File: src/common/cmx_params.svh
// constants for the move/or/sleep execute block
`ifndef CMX_PARAMS_SVH
`define CMX_PARAMS_SVH
`define CMX_OP_NOP      12'h000
`define CMX_OP_OPTION   12'h002
`define CMX_OP_SLEEP    12'h003
`define CMX_MSK_STORE    12'hFE0
`define CMX_VAL_STORE    12'h020
`define CMX_MSK_BYTE     12'hFC0
`define CMX_VAL_OR_FILE  12'h100
`define CMX_VAL_COPY     12'h200
`define CMX_MSK_LIT      12'hF00
`define CMX_VAL_RETURN   12'h800
`define CMX_VAL_LOAD_LIT 12'hC00
`define CMX_D_BIT        5
`define CMX_W_RST        8'h00
`define CMX_OPT_RST      8'hFF
`define CMX_PC_RST       11'h7FF
// timeout and powerdown set, zero clear
`define CMX_FLAGS_RST    3'b110
`endif

File: src/common/cmx_pkg.sv
// types for the move/or/sleep execute block
`default_nettype none
package cmx_pkg;
    typedef enum logic [1:0]
    {
        CMX_RUN   = 2'b00,
        CMX_FLUSH = 2'b01,
        CMX_SLEEP = 2'b10
    } cmx_state_t;
    typedef struct packed
    {
        logic       we;
        logic [4:0] addr;
        logic [7:0] data;
    } cmx_fwr_t;
    typedef struct packed
    {
        logic timeout;
        logic powerdown;
        logic zero;
    } cmx_flags_t;
endpackage
`default_nettype wire

File: src/rtl/cmx_exec.sv
// execute stage for or/move/literal/option/return/nop/sleep instructions
`include "cmx_params.svh"
`default_nettype none
module cmx_exec #(
    parameter int PC_W = 11
) (
    // clock and reset
    input  wire logic            clk,
    input  wire logic            sys_rst,
    // instruction stream
    input  wire logic [11:0]     instr,
    input  wire logic            instr_valid,
    input  wire logic [PC_W-1:0] stack_top,
    // file register read port
    output logic [4:0]           file_raddr,
    input  wire logic [7:0]      file_rdata,
    // file register write port
    output cmx_pkg::cmx_fwr_t    file_wr,
    // core state
    output logic [7:0]           w_out,
    output logic [7:0]           option_out,
    output logic [PC_W-1:0]      pc_out,
    output cmx_pkg::cmx_flags_t  flags_out,
    input  wire logic            pin_wake_flag,
    output logic                 pin_wake_out,
    // power management
    output logic                 watchdog_clear,
    output logic                 osc_halt,
    input  wire logic            wake
);
    import cmx_pkg::*;

    // counter widths outside this range are refused at elaboration
    if (PC_W < 9 || PC_W > 16)
    begin : g_pc_w_check
        $error("cmx_exec: PC_W out of range");
    end

    cmx_state_t          state_reg, state_next;
    logic [7:0]          w_reg;
    logic [7:0]          opt_reg;
    logic [PC_W-1:0]     pc_reg;
    cmx_flags_t          flg_reg;
    cmx_fwr_t            fwr_reg;
    logic                wdc_reg;

    function automatic logic is_op(input logic [11:0] i, input logic [11:0] m, input logic [11:0] v);
        return (i & m) == v;
    endfunction

    wire       run         = (state_reg == CMX_RUN) && instr_valid;
    wire       op_or_file  = run && is_op(instr, `CMX_MSK_BYTE, `CMX_VAL_OR_FILE);
    wire       op_copy     = run && is_op(instr, `CMX_MSK_BYTE, `CMX_VAL_COPY);
    wire       op_store    = run && is_op(instr, `CMX_MSK_STORE, `CMX_VAL_STORE);
    wire       op_load_lit = run && is_op(instr, `CMX_MSK_LIT, `CMX_VAL_LOAD_LIT);
    wire       op_return   = run && is_op(instr, `CMX_MSK_LIT, `CMX_VAL_RETURN);
    wire       op_option   = run && (instr == `CMX_OP_OPTION);
    wire       op_sleep    = run && (instr == `CMX_OP_SLEEP);
    wire       op_nop      = run && (instr == `CMX_OP_NOP);
    wire [4:0] f_addr      = instr[4:0];
    wire       dest_f      = instr[`CMX_D_BIT];
    wire [7:0] literal     = instr[7:0];
    wire [7:0] or_res      = w_reg | file_rdata;
    wire [7:0] alu_res     = op_or_file ? or_res : file_rdata;
    wire       alu_op      = op_or_file || op_copy;
    wire [7:0] w_next      = (alu_op && !dest_f) ? alu_res :
                             (op_load_lit || op_return) ? literal : w_reg;
    // sleep and return never step the counter; return loads it instead
    wire       pc_step     = run && !op_sleep && !op_return;

    assign file_raddr = f_addr;

    always_comb
    begin
        state_next = state_reg;
        case (state_reg)
            CMX_RUN:
            begin
                if (op_return)
                    state_next = CMX_FLUSH;
                else if (op_sleep)
                    state_next = CMX_SLEEP;
            end
            CMX_FLUSH: state_next = CMX_RUN;
            CMX_SLEEP:
            begin
                if (wake)
                    state_next = CMX_RUN;
            end
            default: state_next = CMX_RUN;
        endcase
    end

    always_ff @(posedge clk)
    begin
        if (sys_rst)
        begin
            state_reg <= CMX_RUN;
            w_reg     <= `CMX_W_RST;
            opt_reg   <= `CMX_OPT_RST;
            pc_reg    <= PC_W'(`CMX_PC_RST);
            flg_reg   <= `CMX_FLAGS_RST;
            fwr_reg   <= '0;
            wdc_reg   <= 1'b0;
        end
        else
        begin
            state_reg <= state_next;
            w_reg     <= w_next;
            if (op_option)
                opt_reg <= w_reg;
            if (op_return)
                pc_reg <= stack_top;
            else if (pc_step)
                pc_reg <= pc_reg + 1'b1;
            if (alu_op)
                flg_reg.zero <= (alu_res == 8'h00);
            if (op_sleep)
            begin
                flg_reg.timeout   <= 1'b1;
                flg_reg.powerdown <= 1'b0;
            end
            // write-back is registered: the file sees it one cycle after execute
            fwr_reg.we   <= (alu_op && dest_f) || op_store;
            fwr_reg.addr <= f_addr;
            fwr_reg.data <= op_store ? w_reg : alu_res;
            wdc_reg      <= op_sleep;
        end
    end

    assign file_wr        = fwr_reg;
    assign w_out          = w_reg;
    assign option_out     = opt_reg;
    assign pc_out         = pc_reg;
    assign flags_out      = flg_reg;
    assign pin_wake_out   = pin_wake_flag;
    assign watchdog_clear = wdc_reg;
    assign osc_halt       = (state_reg == CMX_SLEEP);
endmodule
`default_nettype wire

File: config.mk
export PLATFORM = sky130hd
export DESIGN_NAME = cmx_exec
export DESIGN_NICKNAME = d
export VERILOG_FILES = /design/src/common/cmx_pkg.sv /design/src/rtl/cmx_exec.sv
export VERILOG_INCLUDE_DIRS = /design/src /design/src/common
export SDC_FILE = /design/constraint.sdc
export NUM_CORES = 1
export LEC_CHECK = 0
export BUFFER_PORTS_ARGS = -buffer_cell sky130_fd_sc_hd__buf_4
export CORE_ASPECT_RATIO = 0.9
export CORE_UTILIZATION = 54
export CTS_BUF_LIST = sky130_fd_sc_hd__clkbuf_8
export DETAILED_ROUTE_END_ITERATION = 8
export PLACE_DENSITY_LB_ADDON = 0.25
export SLEW_MARGIN = 20
export SYNTH_ARGS = -nofsm -noshare
export SYNTH_HDL_FRONTEND = slang
export SYNTH_SLANG_ARGS = --single-unit
File: constraint.sdc
create_clock -name clk -period 3.7 [get_ports clk]
set_input_delay 0.555 -clock clk [delete_from_list [all_inputs] [get_ports clk]]
set_output_delay 0.555 -clock clk [all_outputs]
set_load 0.05 [all_outputs]
==> summary.txt <==
Routed Antenna Nets = 0
placed cells = 355
Max Transition Viols Final = 0
die area = 0.00442 mm^2
CP max FO = 21
Final min period = 2290 ps
final HPWL from detailed placement = 4140 um
share of the synthesized area in the top cell type = 0.410
max reg flops = 14
CORE AREA = 0.00384 mm^2
Final Skew = 4.97 ps
CTS H-tree depth = 2
CTS Buf Count = 5
vias in the first global route = 1921
I/O pins = 88
Layout fillers = 294
Root Buffer = clkbuf_8
P_leak = 1.22 nW
cell taking the most area after synthesis = dfxtp_1
total gr overflow = 0
status = complete, no violations
Crit path largest cell delay = 630 ps
share of cells above drive strength 1 = 0.339
Rel. slew slack = 0.511
unrepaired setup endpoints after global routing = no
crit share post-route = 0.618
Vias = 2185
Die W = 69.9 um
Placement Setup Slack = 1190 ps
first-pass GRT wire length = 8960 um
Initial Util = 0.585
maxcap violations = 0
Worst EP arrival = 2520 ps
Critical Path, Cell by Cell = nor3b_2 -> nand2_1 -> and3_1 -> and3_1 -> nor3_2
pin count of the biggest net entering global routing = 49
# rows = 21
router iterations before antenna repair = 4
Fmax = 0.438 GHz
final cell count without fillers = 362
CP most frequent cell = and3_1
Syn Inst Count = 251
cell area after placement = 0.00277 mm^2
Yosys reg bits = 46
area delta synth->final = 27.0%
Avg Cell Area, Syn = 8.94 um^2
mapped cell area = 0.00224 mm^2
global-route usage over all layers = 0.254
Syn Nets = 288
CTS Buffer Depth = 2
clock latency on the worst-skew pair = 290 ps
fin nets = 353
Die Ht = 63.1 um
CP Launch Type = flop
clk sinks = 46
TritonCTS clock tree = yes
via density per instance = 6.04
initial antenna violation count = 0
Post-synth EDFFs = 0
# hold bufs at CTS = 0
Port Buf Inserts = 84
final WL = 5680 um
Worst Path Required = 3930 ps
gp weighted congestion = 0.818
total negative slack = 0 ps
ant diodes = 0
Least-Margin Pin Slew = 730 ps
final hold viol count = 0
most common cell in the netlist = dfxtp_1
Crit. End Element = flop
Slowest cell on crit path = nor3b_2
share of flip-flops with an asynchronous set or reset = 0
worst vdd ir = 0.257 mV
# DRC = 0
count of cell types in the netlist = 51
min setup slack post-route = 1410 ps
P per Cell Area = 404 mW/mm^2
drt wl/cell = 15.7 um
ys flop type = dfxtp_1
CTS clk-pin slew, worst paths = 80 ps
PostCTS Resize Cnt = 0
largest cells by area after synthesis = dfxtp_1 (41%), nand2_1 (4.2%), nor3_1 (3.8%)
Seq/Total Area, Yosys = 0.410
commonest cells in the netlist = dfxtp_1 (46), nand2_1 (25), nor2_1 (20), nor3_1 (17), a21oi_1 (11)
hold crit path type = flop to flop
Final setup violation count = 0
DR iter-0 viols = 193
post-CTS setup buffer count = 0
CP Class = flop to flop
design area = 0.00285 mm^2
Synth warnings = 0
cells in the final DEF, fill, tap and decap left out, types with 2 or more instances in the layout:
cell type and instances:
nor3_1 17, nor4b_1 2, a311oi_1 7, a211oi_1 10, nand4_1 3, a31oi_1 3
nor2_1 20, and4_1 3, a31o_2 4, inv_1 2, o21ai_0 6, a22o_1 8
nand2_1 25, and3_1 9, nand3_1 8, a211oi_2 3, buf_4 84, dfxtp_1 46
a21oi_1 11, nor2b_1 7, nor4_1 4, and2_1 3, clkbuf_8 5
critical path, delay by kind of cell, from the launching register on:
kind	cells	cell delay, ps
flip-flops	1	340
AND/OR/NAND/NOR	5	1890
routing by layer:
layer | wire [um] | global-route usage
met1 | 2460 | 0.338
met2 | 2760 | 0.421
met3 | 417 | 0.0512
met4 | 39 | 0.0650
met5 | 0 | 0
report_power, final:
group / switching, mW / internal (mW) / leakage, nW / total, mW
clock network: 0.166 / 0.127 / 0.0414 / 0.293
registers: 0.0267 / 0.521 / 0.377 / 0.548
logic: 0.197 / 0.114 / 0.799 / 0.311
kinds of logic (layout without fill, tap and decap cells):
group           after synthesis  count (layout)  share of synthesized area
compound gates               60              60                      0.201
xor+xnor                      1               1                    0.00390
fa+ha+maj                     1               1                    0.00558
buf+inv                      27              92                     0.0736
flops                        46              46                      0.410
mux                           1               1                    0.00446
other cells                   1               1                    0.00167
simple gates                114             114                      0.299
final timing paths:
check | startpoint | cells after the start | slack (ps) | end
min | flags_out[1]$_SDFFE_PP1P_ | 2 | 460 | flags_out[1]$_SDFFE_PP1P_
min reg2reg | flags_out[1]$_SDFFE_PP1P_ | 2 | 460 | flags_out[1]$_SDFFE_PP1P_
max reg2reg | state_reg[0]$_SDFFE_PP0P_ | 5 | 1410 | pc_out[4]$_SDFFE_PP1P_
max | state_reg[0]$_SDFFE_PP0P_ | 5 | 1410 | pc_out[4]$_SDFFE_PP1P_
metrics by stage:
step | utilization | hold slack, ps | power (mW)
finish | 0.743 | 462 | 1.15
CTS | 0.743 | 459 | 1.15
global placement | 0.722 | 433 | 0.862
floorplan | - | 444 | 0.772
detailed placement | 0.722 | 445 | 0.868
global route | 0.743 | 492 | 1.20
final cells by class:
| type | count | area [um^2] | share of cell area |
|---|---|---|---|
| Multi-Input combinational cell | 178 | 1160 | 0.406 |
| Tap cell | 46 | 57.6 | 0.0202 |
| Clock buffer | 5 | 68.8 | 0.0241 |
| Clock inverter | 2 | 11.3 | 0.00395 |
| Inverter | 1 | 3.75 | 0.00132 |
| Timing Repair Buffer | 84 | 631 | 0.221 |
| Sequential cell | 46 | 921 | 0.323 |
Power figures use the tool's default switching activity.
